[config.mk]
export PLATFORM = sky130hd
export DESIGN_NAME = llt_top
export DESIGN_NICKNAME = d
export VERILOG_FILES = /design/src/verilog/llt_pkg.sv /design/src/verilog/llt_lane.sv /design/src/verilog/llt_top.sv
export SDC_FILE = /design/constraint.sdc
export NUM_CORES = 1
export LEC_CHECK = 0
export BUFFER_PORTS_ARGS = -buffer_cell sky130_fd_sc_hd__buf_4
export CORE_AREA = 5 5 362 275
export CTS_CLUSTER_SIZE = 14
export DETAILED_ROUTE_END_ITERATION = 7
export DIE_AREA = 0 0 367 280
export GPL_TIMING_DRIVEN = 0
export PLACE_DENSITY_LB_ADDON = 0.25
export SLEW_MARGIN = 20
export SYNTH_ARGS = -nofsm -noshare
export SYNTH_HDL_FRONTEND = slang
export SYNTH_SLANG_ARGS = --single-unit
[constraint.sdc]
create_clock -name i_clk -period 3.3 [get_ports i_clk]
set_input_delay 0.495 -clock i_clk [delete_from_list [all_inputs] [get_ports i_clk]]
set_output_delay 0.495 -clock i_clk [all_outputs]
set_load 0.03 [all_outputs]
[src/verilog/llt_pkg.sv]
package llt_pkg;

   localparam int LANES = 4;

   ////////////////////////////////////////////////////////////////////////////
   // Timing
   localparam int CLK_FREQ_MHZ         = 50;
   localparam int TRAIN_TIMEOUT_US     = 500;
   localparam int TRAIN_TIMEOUT_CYCLES = TRAIN_TIMEOUT_US * CLK_FREQ_MHZ;
   localparam int BIT_DIV_CYCLES       = 4;

   ////////////////////////////////////////////////////////////////////////////
   // Training frame: marker, control block, status block, pattern bits
   localparam int          FRAME_BITS   = 32;
   localparam int          FRAME_CNT_W  = 5;
   localparam logic [15:0] FRAME_MARKER = 16'hff00;
   localparam logic [4:0]  FRAME_LAST   = 5'h1f;

   ////////////////////////////////////////////////////////////////////////////
   // Register map (byte addresses)
   localparam logic [7:0] REG_CTRL        = 8'h00;
   localparam logic [7:0] REG_TX_REQ      = 8'h04;
   localparam logic [7:0] REG_TX_STATUS   = 8'h08;
   localparam logic [7:0] REG_SEED_BASE   = 8'h10;
   localparam logic [7:0] REG_LANE_STATUS = 8'h20;
   localparam logic [7:0] REG_PEER_REQ    = 8'h24;
   localparam logic [7:0] REG_PEER_STATUS = 8'h28;

   ////////////////////////////////////////////////////////////////////////////
   // Field positions and reset values
   localparam int CTRL_ENABLE_BIT   = 0;
   localparam int CTRL_RESTART_BIT  = 1;
   localparam int CTRL_RXDONE_LSB   = 4;
   localparam int LANE_FIELD_STRIDE = 8;
   localparam int STAT_DATA_LSB     = 0;
   localparam int STAT_ACTIVE_LSB   = 4;
   localparam int STAT_TIMEOUT_LSB  = 8;
   localparam int STAT_LOCKED_LSB   = 12;

   localparam logic        CTRL_ENABLE_RESET = 1'b0;
   localparam logic [7:0]  TX_REQ_RESET      = 8'h00;
   localparam logic [5:0]  TX_STATUS_RESET   = 6'h00;
   localparam logic [10:0] SEED_RESET        = 11'h7ff;

   ////////////////////////////////////////////////////////////////////////////
   // Lane training states, one-hot
   localparam int ST_DATA_IDX  = 2;
   localparam int ST_TRAIN_IDX = 1;
   localparam int ST_FAIL_IDX  = 3;

   typedef enum logic [3:0]
   {
      ST_IDLE  = 4'b0001,
      ST_TRAIN = 4'b0010,
      ST_DATA  = 4'b0100,
      ST_FAIL  = 4'b1000
   } llt_state_type;

endpackage : llt_pkg

[src/verilog/llt_lane.sv]
`timescale 1ns/10ps
`default_nettype none

module llt_lane
   import llt_pkg::*;
#(
   parameter int TIMEOUT_CYCLES = TRAIN_TIMEOUT_CYCLES
)
(
   input  wire logic        i_clk,
   input  wire logic        i_reset,
   input  wire logic        i_bit_en,
   input  wire logic        i_enable,
   input  wire logic        i_restart,
   input  wire logic        i_rx_done,
   input  wire logic [7:0]  i_tx_req,
   input  wire logic [5:0]  i_tx_status,
   input  wire logic [10:0] i_seed,
   input  wire logic        i_rx_bit,
   output logic             o_tx_bit,
   output logic             o_tx_sof,
   output logic             o_rx_sof,
   output logic             o_data_mode,
   output logic             o_training,
   output logic             o_timeout,
   output logic             o_locked,
   output logic [7:0]       o_peer_req,
   output logic [5:0]       o_peer_status
);

   localparam int TMR_W = $clog2(TIMEOUT_CYCLES + 1);

   typedef struct packed {
      llt_state_type          state;
      logic                   en_seen;
      logic [TMR_W-1:0]       timer;
      logic [10:0]            lfsr;
      logic [FRAME_CNT_W-1:0] tx_cnt;
      logic [FRAME_BITS-1:0]  tx_sr;
      logic                   tx_bit;
      logic                   tx_sof;
      logic [FRAME_BITS-1:0]  rx_sr;
      logic [FRAME_CNT_W-1:0] rx_cnt;
      logic                   aligned;
      logic                   locked;
      logic                   rx_sof;
      logic [7:0]             peer_req;
      logic [5:0]             peer_status;
   } llt_lane_type;

   llt_lane_type r;
   llt_lane_type next_r;

   // Pattern generator, x^11 + x^9 + 1
   function automatic logic [10:0] lfsr_step(input logic [10:0] v);
      return {v[9:0], v[10] ^ v[8]};
   endfunction : lfsr_step

   always_comb
   begin
      logic [FRAME_BITS-1:0] frame;
      logic [FRAME_BITS-1:0] shifted;
      logic                  start;
      frame   = {FRAME_MARKER, i_tx_req, i_tx_status, r.lfsr[1:0]};
      shifted = {r.rx_sr[FRAME_BITS-2:0], i_rx_bit};
      next_r  = r;
      next_r.tx_sof  = 1'b0;
      next_r.rx_sof  = 1'b0;
      next_r.en_seen = i_enable;

      case (r.state)
         ST_IDLE:
            next_r.state = i_enable ? ST_TRAIN : ST_DATA;
         ST_DATA:
            if (i_enable && !r.en_seen)
               next_r.state = ST_TRAIN;
         ST_TRAIN:
            if (r.locked && i_rx_done)
               next_r.state = ST_DATA;
            else if (r.timer == TMR_W'(TIMEOUT_CYCLES - 1))
               next_r.state = ST_FAIL;
         ST_FAIL:
            next_r.state = ST_FAIL;
         default:
            next_r.state = ST_IDLE;
      endcase

      if (!i_enable)
         next_r.state = ST_DATA;
      else if (i_restart)
         next_r.state = ST_TRAIN;

      start = (next_r.state == ST_TRAIN) && ((r.state != ST_TRAIN) || i_restart);
      next_r.timer = (r.state == ST_TRAIN) ? r.timer + 1'b1 : '0;

      // Transmit side: serial frames, MSB first
      if (r.state == ST_TRAIN && i_bit_en)
      begin
         next_r.tx_cnt = r.tx_cnt + 1'b1;
         if (r.tx_cnt == '0)
         begin
            next_r.tx_sof = 1'b1;
            next_r.tx_bit = frame[FRAME_BITS-1];
            next_r.tx_sr  = {frame[FRAME_BITS-2:0], 1'b0};
            next_r.lfsr   = lfsr_step(lfsr_step(r.lfsr));
         end
         else
         begin
            next_r.tx_bit = r.tx_sr[FRAME_BITS-1];
            next_r.tx_sr  = {r.tx_sr[FRAME_BITS-2:0], 1'b0};
         end
      end
      else if (r.state != ST_TRAIN)
      begin
         next_r.tx_bit = 1'b0;
         next_r.tx_cnt = '0;
      end

      // Receive side: hunt for the marker, then check it once per frame
      if (r.state == ST_TRAIN && i_bit_en)
      begin
         next_r.rx_sr  = shifted;
         next_r.rx_cnt = r.rx_cnt + 1'b1;
         if (!r.aligned || r.rx_cnt == FRAME_LAST)
         begin
            if (shifted[FRAME_BITS-1 -: 16] == FRAME_MARKER)
            begin
               next_r.locked      = r.aligned;
               next_r.aligned     = 1'b1;
               next_r.rx_cnt      = '0;
               next_r.rx_sof      = 1'b1;
               next_r.peer_req    = shifted[15:8];
               next_r.peer_status = shifted[7:2];
            end
            else
            begin
               next_r.aligned = 1'b0;
               next_r.locked  = 1'b0;
            end
         end
      end

      if (start)
      begin
         next_r.timer   = '0;
         next_r.lfsr    = i_seed;
         next_r.tx_cnt  = '0;
         next_r.rx_cnt  = '0;
         next_r.aligned = 1'b0;
         next_r.locked  = 1'b0;
      end
      if (!i_enable)
      begin
         next_r.aligned = 1'b0;
         next_r.locked  = 1'b0;
      end
   end

   always_ff @(posedge i_clk)
   begin
      if (i_reset)
      begin
         r             <= '0;
         r.state       <= ST_IDLE;
         r.lfsr        <= SEED_RESET;
      end
      else
         r <= next_r;
   end

   assign o_tx_bit      = r.tx_bit;
   assign o_tx_sof      = r.tx_sof;
   assign o_rx_sof      = r.rx_sof;
   assign o_data_mode   = r.state[ST_DATA_IDX];
   assign o_training    = r.state[ST_TRAIN_IDX];
   assign o_timeout     = r.state[ST_FAIL_IDX];
   assign o_locked      = r.locked;
   assign o_peer_req    = r.peer_req;
   assign o_peer_status = r.peer_status;

endmodule : llt_lane

`default_nettype wire

[src/verilog/llt_top.sv]
// Contract
// - With training disabled, lanes skip training and run in data mode.
// - With training enabled, a restart request restarts training from the start, from any state.
// - Each lane's preset request bit goes into transmitted control blocks.
// - Each lane's initialize request bit goes into transmitted control blocks.
// - Each lane's pattern generator is seeded from its own 11-bit seed.
// - Three 2-bit tap update requests per lane go into transmitted control.
// - Three 2-bit tap update statuses per lane go into transmitted status.
// - Data mode flag rises when the lane state machine reaches data mode.
// - Training active flag holds while the lane is training.
// - Timeout flag rises when the lane's training period times out.
// - Received frame start pulses one clock at each received frame.
// - Frame locked flag rises once the receiver synchronizes to frames.
// - The peer's received preset bit is presented per lane.
// - The peer's received initialize bit is presented per lane.
// - The peer's three 2-bit tap update requests are presented per lane.
// - The peer's 2-bit post tap update status is presented per lane.
// - The peer's main and pre tap update statuses are presented too.
// - Transmit frame start pulses one clock at each transmitted frame.
`timescale 1ns/10ps
`default_nettype none

module llt_top
   import llt_pkg::*;
#(
   parameter int TIMEOUT_CYCLES = TRAIN_TIMEOUT_CYCLES,
   parameter int BIT_DIV        = BIT_DIV_CYCLES
)
(
   input  wire logic             i_clk,
   input  wire logic             i_reset,
   input  wire logic             i_hsel,
   input  wire logic [31:0]      i_haddr,
   input  wire logic [1:0]       i_htrans,
   input  wire logic             i_hwrite,
   input  wire logic [2:0]       i_hsize,
   input  wire logic [31:0]      i_hwdata,
   input  wire logic             i_hready,
   output logic [31:0]           o_hrdata,
   output logic                  o_hreadyout,
   output logic                  o_hresp,
   input  wire logic [LANES-1:0] i_rx_serial,
   output logic [LANES-1:0]      o_tx_serial,
   output logic [LANES-1:0]      o_tx_frame_start_pulse,
   output logic [LANES-1:0]      o_rx_frame_start_pulse,
   output logic [LANES-1:0]      o_lane_data_mode_flag,
   output logic [LANES-1:0]      o_lane_training_active,
   output logic [LANES-1:0]      o_lane_training_timeout,
   output logic [LANES-1:0]      o_lane_frame_locked
);

   typedef struct packed {
      logic                    train_enable_in;
      logic                    train_restart_in;
      logic [LANES-1:0]        receiver_done_in;
      logic [LANES-1:0][7:0]   tx_req;
      logic [LANES-1:0][5:0]   tx_status;
      logic [LANES-1:0][10:0]  pattern_seed;
      logic [LANES-1:0]        rx_meta;
      logic [LANES-1:0]        rx_sync;
      logic [7:0]              div;
      logic                    bit_en;
      logic                    wr_pend;
      logic [7:0]              wr_addr;
      logic [31:0]             hrdata;
      logic                    hreadyout;
   } llt_top_type;

   llt_top_type r;
   llt_top_type next_r;

   logic [LANES-1:0]       lane_tx_bit;
   logic [LANES-1:0]       lane_tx_sof;
   logic [LANES-1:0]       lane_rx_sof;
   logic [LANES-1:0]       lane_data;
   logic [LANES-1:0]       lane_train;
   logic [LANES-1:0]       lane_fail;
   logic [LANES-1:0]       lane_lock;
   logic [LANES-1:0][7:0]  peer_req;
   logic [LANES-1:0][5:0]  peer_status;

   ////////////////////////////////////////////////////////////////////////////
   // Register read decode; unmapped offsets read as zero
   function automatic logic [31:0] reg_read(input llt_top_type s, input logic [7:0] addr);
      logic [31:0] v;
      v = '0;
      for (int l = 0; l < LANES; l++)
      begin
         case (addr)
            REG_CTRL:
            begin
               v[CTRL_ENABLE_BIT]     = s.train_enable_in;
               v[CTRL_RXDONE_LSB + l] = s.receiver_done_in[l];
            end
            REG_TX_REQ:
               v[l*LANE_FIELD_STRIDE +: 8] = s.tx_req[l];
            REG_TX_STATUS:
               v[l*LANE_FIELD_STRIDE +: 6] = s.tx_status[l];
            REG_LANE_STATUS:
            begin
               v[STAT_DATA_LSB + l]    = lane_data[l];
               v[STAT_ACTIVE_LSB + l]  = lane_train[l];
               v[STAT_TIMEOUT_LSB + l] = lane_fail[l];
               v[STAT_LOCKED_LSB + l]  = lane_lock[l];
            end
            REG_PEER_REQ:
               v[l*LANE_FIELD_STRIDE +: 8] = peer_req[l];
            REG_PEER_STATUS:
               v[l*LANE_FIELD_STRIDE +: 6] = peer_status[l];
            default:
               if (addr == REG_SEED_BASE + 8'(4 * l))
                  v[10:0] = s.pattern_seed[l];
         endcase
      end
      return v;
   endfunction : reg_read

   ////////////////////////////////////////////////////////////////////////////
   // Bus slave, bit-rate divider and link input synchronizers
   always_comb
   begin
      logic accept;
      accept = i_hsel && i_htrans[1] && i_hready;
      next_r = r;
      next_r.hreadyout        = 1'b1;
      next_r.train_restart_in = 1'b0;

      // Serial lines come from the link partner, outside this clock
      next_r.rx_meta = i_rx_serial;
      next_r.rx_sync = r.rx_meta;

      next_r.bit_en = (r.div == 8'(BIT_DIV - 1));
      next_r.div    = next_r.bit_en ? 8'h00 : r.div + 8'h01;

      // Write lands in the data phase of the transfer
      if (r.wr_pend)
      begin
         for (int l = 0; l < LANES; l++)
         begin
            case (r.wr_addr)
               REG_CTRL:
               begin
                  next_r.train_enable_in     = i_hwdata[CTRL_ENABLE_BIT];
                  next_r.train_restart_in    = i_hwdata[CTRL_RESTART_BIT];
                  next_r.receiver_done_in[l] = i_hwdata[CTRL_RXDONE_LSB + l];
               end
               REG_TX_REQ:
                  next_r.tx_req[l] = i_hwdata[l*LANE_FIELD_STRIDE +: 8];
               REG_TX_STATUS:
                  next_r.tx_status[l] = i_hwdata[l*LANE_FIELD_STRIDE +: 6];
               default:
                  if (r.wr_addr == REG_SEED_BASE + 8'(4 * l))
                     next_r.pattern_seed[l] = i_hwdata[10:0];
            endcase
         end
      end

      next_r.wr_pend = accept && i_hwrite;
      next_r.wr_addr = i_haddr[7:0];
      // Read sees any write finishing this cycle, so back-to-back is coherent
      next_r.hrdata  = (accept && !i_hwrite) ? reg_read(next_r, i_haddr[7:0]) : 32'h00000000;
   end

   always_ff @(posedge i_clk)
   begin
      if (i_reset)
      begin
         r                 <= '0;
         r.train_enable_in <= CTRL_ENABLE_RESET;
         r.tx_req          <= {LANES{TX_REQ_RESET}};
         r.tx_status       <= {LANES{TX_STATUS_RESET}};
         r.pattern_seed    <= {LANES{SEED_RESET}};
      end
      else
         r <= next_r;
   end

   ////////////////////////////////////////////////////////////////////////////
   // Lanes share nothing but control fan-out
   for (genvar g = 0; g < LANES; g++)
   begin : g_lane
      llt_lane #(
         .TIMEOUT_CYCLES (TIMEOUT_CYCLES)
      ) u_lane (
         .i_clk         (i_clk),
         .i_reset       (i_reset),
         .i_bit_en      (r.bit_en),
         .i_enable      (r.train_enable_in),
         .i_restart     (r.train_restart_in),
         .i_rx_done     (r.receiver_done_in[g]),
         .i_tx_req      (r.tx_req[g]),
         .i_tx_status   (r.tx_status[g]),
         .i_seed        (r.pattern_seed[g]),
         .i_rx_bit      (r.rx_sync[g]),
         .o_tx_bit      (lane_tx_bit[g]),
         .o_tx_sof      (lane_tx_sof[g]),
         .o_rx_sof      (lane_rx_sof[g]),
         .o_data_mode   (lane_data[g]),
         .o_training    (lane_train[g]),
         .o_timeout     (lane_fail[g]),
         .o_locked      (lane_lock[g]),
         .o_peer_req    (peer_req[g]),
         .o_peer_status (peer_status[g])
      );
   end

   assign o_hrdata                = r.hrdata;
   assign o_hreadyout             = r.hreadyout;
   assign o_hresp                 = 1'b0;
   assign o_tx_serial             = lane_tx_bit;
   assign o_tx_frame_start_pulse  = lane_tx_sof;
   assign o_rx_frame_start_pulse  = lane_rx_sof;
   assign o_lane_data_mode_flag   = lane_data;
   assign o_lane_training_active  = lane_train;
   assign o_lane_training_timeout = lane_fail;
   assign o_lane_frame_locked     = lane_lock;

endmodule : llt_top

`default_nettype wire

# --- Yosys cells after proc, flatten, opt, wreduce, memory -nomap -nowiden ---
# Index checks and enable logic that the tools add are counted.
word_totals:
  regBits: 654
  inputBits: 78
  word_cells: 402
op_classes:
  addsub: 13
  eq_ne: 52
  mux: 142
  n_bitwise: 24
  n_reduce_logical: 91
ops:
  columns: ["cell", "n"]
  rows:
  - ["two-way mux 11 bit", 21]
  - ["two-way mux 33 bit", 4]
  - ["two-way mux 106 bit", 1]
  - ["two-way mux 22 bit", 4]
  - ["two-way mux 4 bit", 20]
  - ["equality test 16 bit, second input constant", 4]
  - ["equality test 8 x 5 -> 1 bit, second input constant", 8]
  - ["two-way mux 16 bit", 4]
  - ["one-hot mux 4 bit (4 select lines)", 4]
  - ["adder 15 x 1 -> 15 bit, second input constant", 4]
  - ["equality test 15 bit, second input constant", 4]
  - ["two-way mux 15 bit", 4]
  - ["two-way mux 5 bit", 12]
  - ["one-hot mux 6 bit (4 select lines)", 2]
  - ["OR reduction 3 bit", 14]
  - ["adder 5 x 1 -> 5 bit, second input constant", 8]
  - ["equality test 4 x 2 -> 1 bit, second input constant", 8]
  - ["two-way mux 8 bit", 4]
  - ["equality test 8 x 6 -> 1 bit, second input constant", 3]
  - ["two-way mux 6 bit", 4]
  - ["nonzero test 2 bit", 12]
  - ["two-way mux 1 bit", 22]
  - ["OR reduction 2 bit", 11]
  - ["equality test 5 bit, second input constant", 4]
  - ["other kinds (30)", 136]

# --- Logic depth before layout (Yosys ltp) ---
logic_depth:
  depth_word: 13
  ltp_mapped: 10

# --- By module ---
# A second synthesis with hierarchy kept.
hier_totals:
  hier_cells: 3192
  area_unflattened_um2: 27905.5
modules_own_cells:
  columns: ["mod", "instances", "cells_each", "area_per_inst_um2", "seq_area_each_um2"]
  rows:
  - ["llt_lane", 4, 602, 5129.9, 2442.3]
  - ["llt_top", 1, 784, 7385.8, 3303.2]

# --- Worst setup path before layout ---
# OpenSTA, ideal clock, no wires.
synth_timing:
  path_type: "reg2reg"
  start: "register g_lane[3].u_lane.r, in the netlist g_lane[3].u_lane.o_data_mode"
  end: "register g_lane[3].u_lane.r[100] (netlist bit)"
  setup_time_ns: 0.129
  arrival_time_ns: 1.970
  required_time_ns: 3.171
  path_slack_ns: 1.200
  path_stages_with_launch: 10
  path_buffers: 3
  path_cell_list: "dfxtp_1 -> clkbuf_2 -> or4b_4 -> a21oi_1 -> a221oi_2 -> and3b_1 -> buf_6 -> clkbuf_8 -> mux2i_1 -> nand2_1"
synth_via:
  elab_chain_len: 9
  word_cells_on_any_way: 19
  cone_classes: "6 x eq/ne; 7 x mux; 6 x reduce/logical"
synth_lines:
  columns: ["item", "line", "text"]
  rows:
  - ["start, declared", "llt_lane.sv:51", "llt_lane_type r;"]
  - ["start signal, assigned", "llt_lane.sv:168", "r <= next_r;"]
  - ["two-way mux 4 bit", "llt_lane.sv:80", "else if (r.timer == TMR_W'(TIMEOUT_CYCLES - 1))"]
  - ["two-way mux 4 bit", "llt_lane.sv:78", "if (r.locked && i_rx_done)"]
  - ["one-hot mux 4 bit (4 select lines)", "llt_lane.sv:71", "case (r.state)"]
  - ["two-way mux 4 bit", "llt_lane.sv:90", "else if (i_restart)"]
  - ["two-way mux 4 bit", "llt_lane.sv:88", "if (!i_enable)"]
  - ["equality test 4 x 2 -> 1 bit", "llt_lane.sv:93", "start = (next_r.state == ST_TRAIN) && ((r.state != ST_TRAIN) || i_restart);"]
  - ["logical AND 1 bit", "llt_lane.sv:93", null]
  - ["nonzero test 2 bit (no source line)", null, null]
  - ["AND reduction 2 bit (no source line)", null, null]
# Several ways; a longest one is shown, not always the timed one.
# A chain may end at the register's enable or synchronous reset.

# --- Final worst setup path ---
layout_timing:
  start: "input i_haddr[2]"
  end: "register r, in the netlist o_hrdata[5]"
layout_via:
  elab_chain_len: 10
  word_cells_on_any_way: 22
  cone_classes: "9 x eq/ne; 9 x mux; 4 x reduce/logical"
layout_lines:
  columns: ["item", "line", "text"]
  rows:
  - ["start, declared", "llt_top.sv:33", "input wire logic [31:0] i_haddr,"]
  - ["equality test 8 x 5 -> 1 bit (tied with other cells)", "llt_top.sv:111", "if (addr == REG_SEED_BASE + 8'(4 * l))"]
  - ["two-way mux 11 bit or OR reduction 2 bit (tied branches)", null, null]
  - ["one-hot mux 1 bit (5 select lines)", "llt_top.sv:89", "case (addr)"]
  - ["two-way mux 11 bit", "llt_top.sv:111", null]
  - ["two-way mux 11 bit", "llt_top.sv:89", null]
  - ["one-hot mux 1 bit (3 select lines)", "llt_top.sv:89", null]
  - ["two-way mux 11 bit", "llt_top.sv:111", null]
  - ["two-way mux 3 bit", "llt_top.sv:89", null]
  - ["two-way mux 11 bit", "llt_top.sv:111", null]
  - ["two-way mux 3 bit *", "llt_top.sv:89", null]
  - ["end signal, assigned", "llt_top.sv:175", "r <= next_r;"]
  - ["end, declared", "llt_top.sv:69", "llt_top_type r;"]
# Mark *: on every way between the ends. The rest lies on a longest branch, timed or not. The select of a mux whose other input is x is not followed.

==> results_dict.tcl <==
set metrics [dict create \
    htree_num_levels 3 \
    synth_area_sq_um 26500 \
    share_clk_of_total_power_pct 49.4 \
    gpl.final_weighted_congestion 0.933 \
    syn2layout_area_growth_pct 18.1 \
    synth_area_leader_cell "sky130_fd_sc_hd__dfxtp_1" \
    worst_ir_drop_vdd_mv 0.376 \
    grt_antenna_before_repair 8 \
    postCtsSetupRepairBufs 0 \
    num-fill-cells 10117 \
    p_sw_mw 3.70 \
    antenna_left 0 \
    count_of_flip_flops_with_a_built_in_enable_after_synthesis 0 \
    wl_met1_um 45500 \
    syn_inst_count 3106 \
    port-buffer-count 110 \
    crit_buf_inv 3 \
    ys_seq_area_share_pct 49.1 \
    crit_path_top_delay_cell "sky130_fd_sc_hd__nor4b_4" \
    proportion_of_register_bits_with_asynchronous_set_or_reset_after_synthesis_pct 0 \
    clkSlewWorstSetupHoldPaths_ps 60 \
    num_rows 99 \
    cp_cell_sequence "buf_4 -> buf_2 -> nor4b_4 -> nand2_1 -> clkbuf_1 -> nor2_1 -> o211ai_1 -> a221oi_1" \
    met2_wire_len_um 34900 \
    final.setup_skew_ps 24.9 \
    postSynthAreaPerCell_sq_um 8.53 \
    layout.cells.most_common_list "650 x sky130_fd_sc_hd__dfxtp_1, 603 x sky130_fd_sc_hd__nand2_1, 427 x sky130_fd_sc_hd__nor2_1" \
    netlist.area_leader.share_pct 49.1 \
    fp.dieW_um 367 \
    drt-wirelength-per-cell_um 19.8 \
    post_route_standard_cell_area_excluding_fillers_sq_um 31300 \
    ctsRootBufferMaster "sky130_fd_sc_hd__clkbuf_16" \
    die_area_sq_um 103000 \
    worstMarginPinSlew_ps 1130 \
    ys.warnings.count 0 \
    critical_path.startpoint_type "input port" \
    die_span_y_um 280 \
    post_synth_top_flop "sky130_fd_sc_hd__dfxtp_1" \
    via_count 22459 \
    ratio_of_cells_with_drive_above_1_in_the_final_layout_pct 11.3 \
    power_density_nw_per_um2 527 \
    count_of_tritonroute_iterations_in_the_first_routing_pass 6 \
    dpl.hpwl_um 67100 \
    cts_num_sinks 650 \
    p_comb_share_pct 2.8 \
    hold_viol 0 \
    placed_cells 4479 \
    top_layer "met5" \
    rsz0062_at_grt "false" \
    cp_max_fo 11 \
    final_nets 3388 \
    grt_max_degree 15 \
    timing_max_transition_violations_final 0 \
    worstSkewPairLatency_ps 630 \
    cell_internal_pwr_mw 12.8 \
    pin_count 140 \
    postSynthRegisterBits 650 \
    maxCapViolations 0 \
    post-route-min-period_ps 3210 \
    synth.top_cells.by_area "sky130_fd_sc_hd__dfxtp_1 49%, sky130_fd_sc_hd__nand2_1 8.5%, sky130_fd_sc_hd__mux2i_1 6.8%" \
    period_share_pct 97.2 \
    share_seq_of_total_power_pct 47.8 \
    crit_path_leading_delay_family "simple AND/OR/NAND/NOR gates" \
    p_sw_share_pct 22.4 \
    gr-usage-all-layers_pct 17.1 \
    timing.critical_path.slowest_cell_delay_ps 820 \
    final-seq-area_sq_um 13000 \
    min-delay-path-class "in2reg" \
    synthDistinctLibCells 72 \
    setup_violations 0 \
    core_area_sq_um 96000 \
    area_after_detailed_placement_sq_um 29000 \
    holdBufCountCts 0 \
    tritoncts_clock_tree "yes" \
    max_freq_mhz 312 \
    drcViolationCount 0 \
    max_slew_margin_pct 24.7 \
    final_cell_count_no_fill 4608 \
    met3_length_um 8430 \
    postSynthNetCount 3205 \
    post_cts.resized_instances 0 \
    initial_utilization_pct 27.6 \
    vias_per_cell 4.87 \
    totalWireLength_um 91100 \
    clockBufferDepth 3 \
    critPathCaptureType "register" \
    outcome "finished clean" \
    timing.setup.critical_path_class "in2reg" \
    worst-endpoint-required_ps 3720 \
    grt_pass1_wl_um 134000 \
    grt_pass1_vias 20503 \
    number_of_buffers_created_by_cts 70 \
    globalRouteOverflowTotal 0 \
    layout.cells.most_common "sky130_fd_sc_hd__dfxtp_1" \
    drt_iter0_markers 2417 \
    worst-endpoint-arrival_ps 3630 \
    static-leakage-power_nw 11.6 \
    multi_input_comb_area_sq_um 12100 \
]
-- cell usage after synthesis, drive strengths merged, types with 4 or more instances --
library cell and number:
clkbuf 145, nor4 14, xor2 61, buf 124, a311oi 60, a21oi 227, nand2 604, and3 52
nand3 80, dfxtp 650, a221oi 9, a2111oi 4, mux2i 181, inv 30, a211oi 6, o211ai 19
nor2b 32, mux2 9, a22o 13, o21ai 58, ha 21, and2 13, or3 5, or4 6
o221ai 7, nor2 431, or4b 10, nand4 23, nor3 68, o22ai 37, nand4b 4, nand2b 12
nor4b 22, xnor2 36
-- kinds of logic after synthesis --
group | Yosys count | synth area share (%)
AND/OR/NAND/NOR | 1395 | 23.5
flip-flops | 650 | 49.1
AO/OA/AOI/OAI | 453 | 10.5
buffers and inverters | 299 | 5.55
multiplexers | 190 | 7.22
XOR/XNOR | 97 | 3.20
adder cells (fa/ha/maj) | 21 | 0.991
other | 1 | 0.0141
-- worst register-to-register path: cells and delay by family, from the launching register on --
kind / cells / cell delay, ps
and+or+nand+nor: 3 / 1170
buffers and inverters: 1 / 380
DFF: 1 / 320
AOI/OAI and AO/OA: 2 / 940
muxes: 1 / 190
-- final timing paths --
path | startpoint | endpoint | slack (ps) | cells past startpoint
setup / recovery | i_haddr[2] | o_hrdata[5]$_SDFF_PP0_ | 90 | 8
hold / removal | i_rx_serial[2] | next_r[53]$_SDFF_PP0_ | 100 | 2
setup reg to reg | r[34]$_SDFF_PP0_ | o_hrdata[1]$_SDFF_PP0_ | 120 | 7
hold reg to reg | next_r[54]$_SDFF_PP0_ | r[54]$_SDFF_PP0_ | 440 | 1
-- sequential cells by signal (all words and copies together), names as in the netlist, 24 cells and up --
register and cells:
g_lane.u_lane.r 401, r 128, g_lane.u_lane.o_peer_req 32, o_hrdata 32
g_lane.u_lane.o_peer_status 24
-- final cells by class --
type / count / area share (%)
clock buffers: 112 / 6.78
multi-input cells: 2157 / 38.5
inverters: 30 / 0.360
plain buffers: 269 / 4.35
flip-flops and latches: 650 / 41.6
diodes: 3 / 0.0240
clock inverters: 14 / 0.715
well taps: 1262 / 5.04
repair buffers: 111 / 2.65
-- layer usage --
metal,global-route usage [%],up-vias
li1,-,10845
met2,22.8,784
met5,0,-
met3,5.26,150
met1,26.2,10674
met4,4.23,6
-- through the flow --
stage / total power [mW] / utilization [%] / setup WS (ps) / TNS, ps / hold slack (ps)
2_1_floorplan: 8.25 / - / 1200 / 0 / 413
3_3_place_gp: 8.51 / 30.1 / -949 / -11260 / 421
3_5_place_dp: 8.51 / 30.2 / -410 / -2640 / 425
4_1_cts: 16.7 / 32.6 / 228 / 0 / 62.5
5_1_grt: 17.0 / 32.6 / 83.0 / 0 / 81.1
6_report: 16.5 / 32.6 / 93.4 / 0 / 98.9
-- power by group through the flow --
stage / combinational [mW] / sequential [mW] / clock, mW
after floorplan: 0.194 / 8.06 / 0
after global placement: 0.441 / 8.06 / 0
after detailed placement: 0.443 / 8.06 / 0
after CTS: 0.444 / 7.89 / 8.36
after global routing: 0.475 / 7.89 / 8.67
final: 0.456 / 7.89 / 8.16
(Power assumes the default switching activity.)
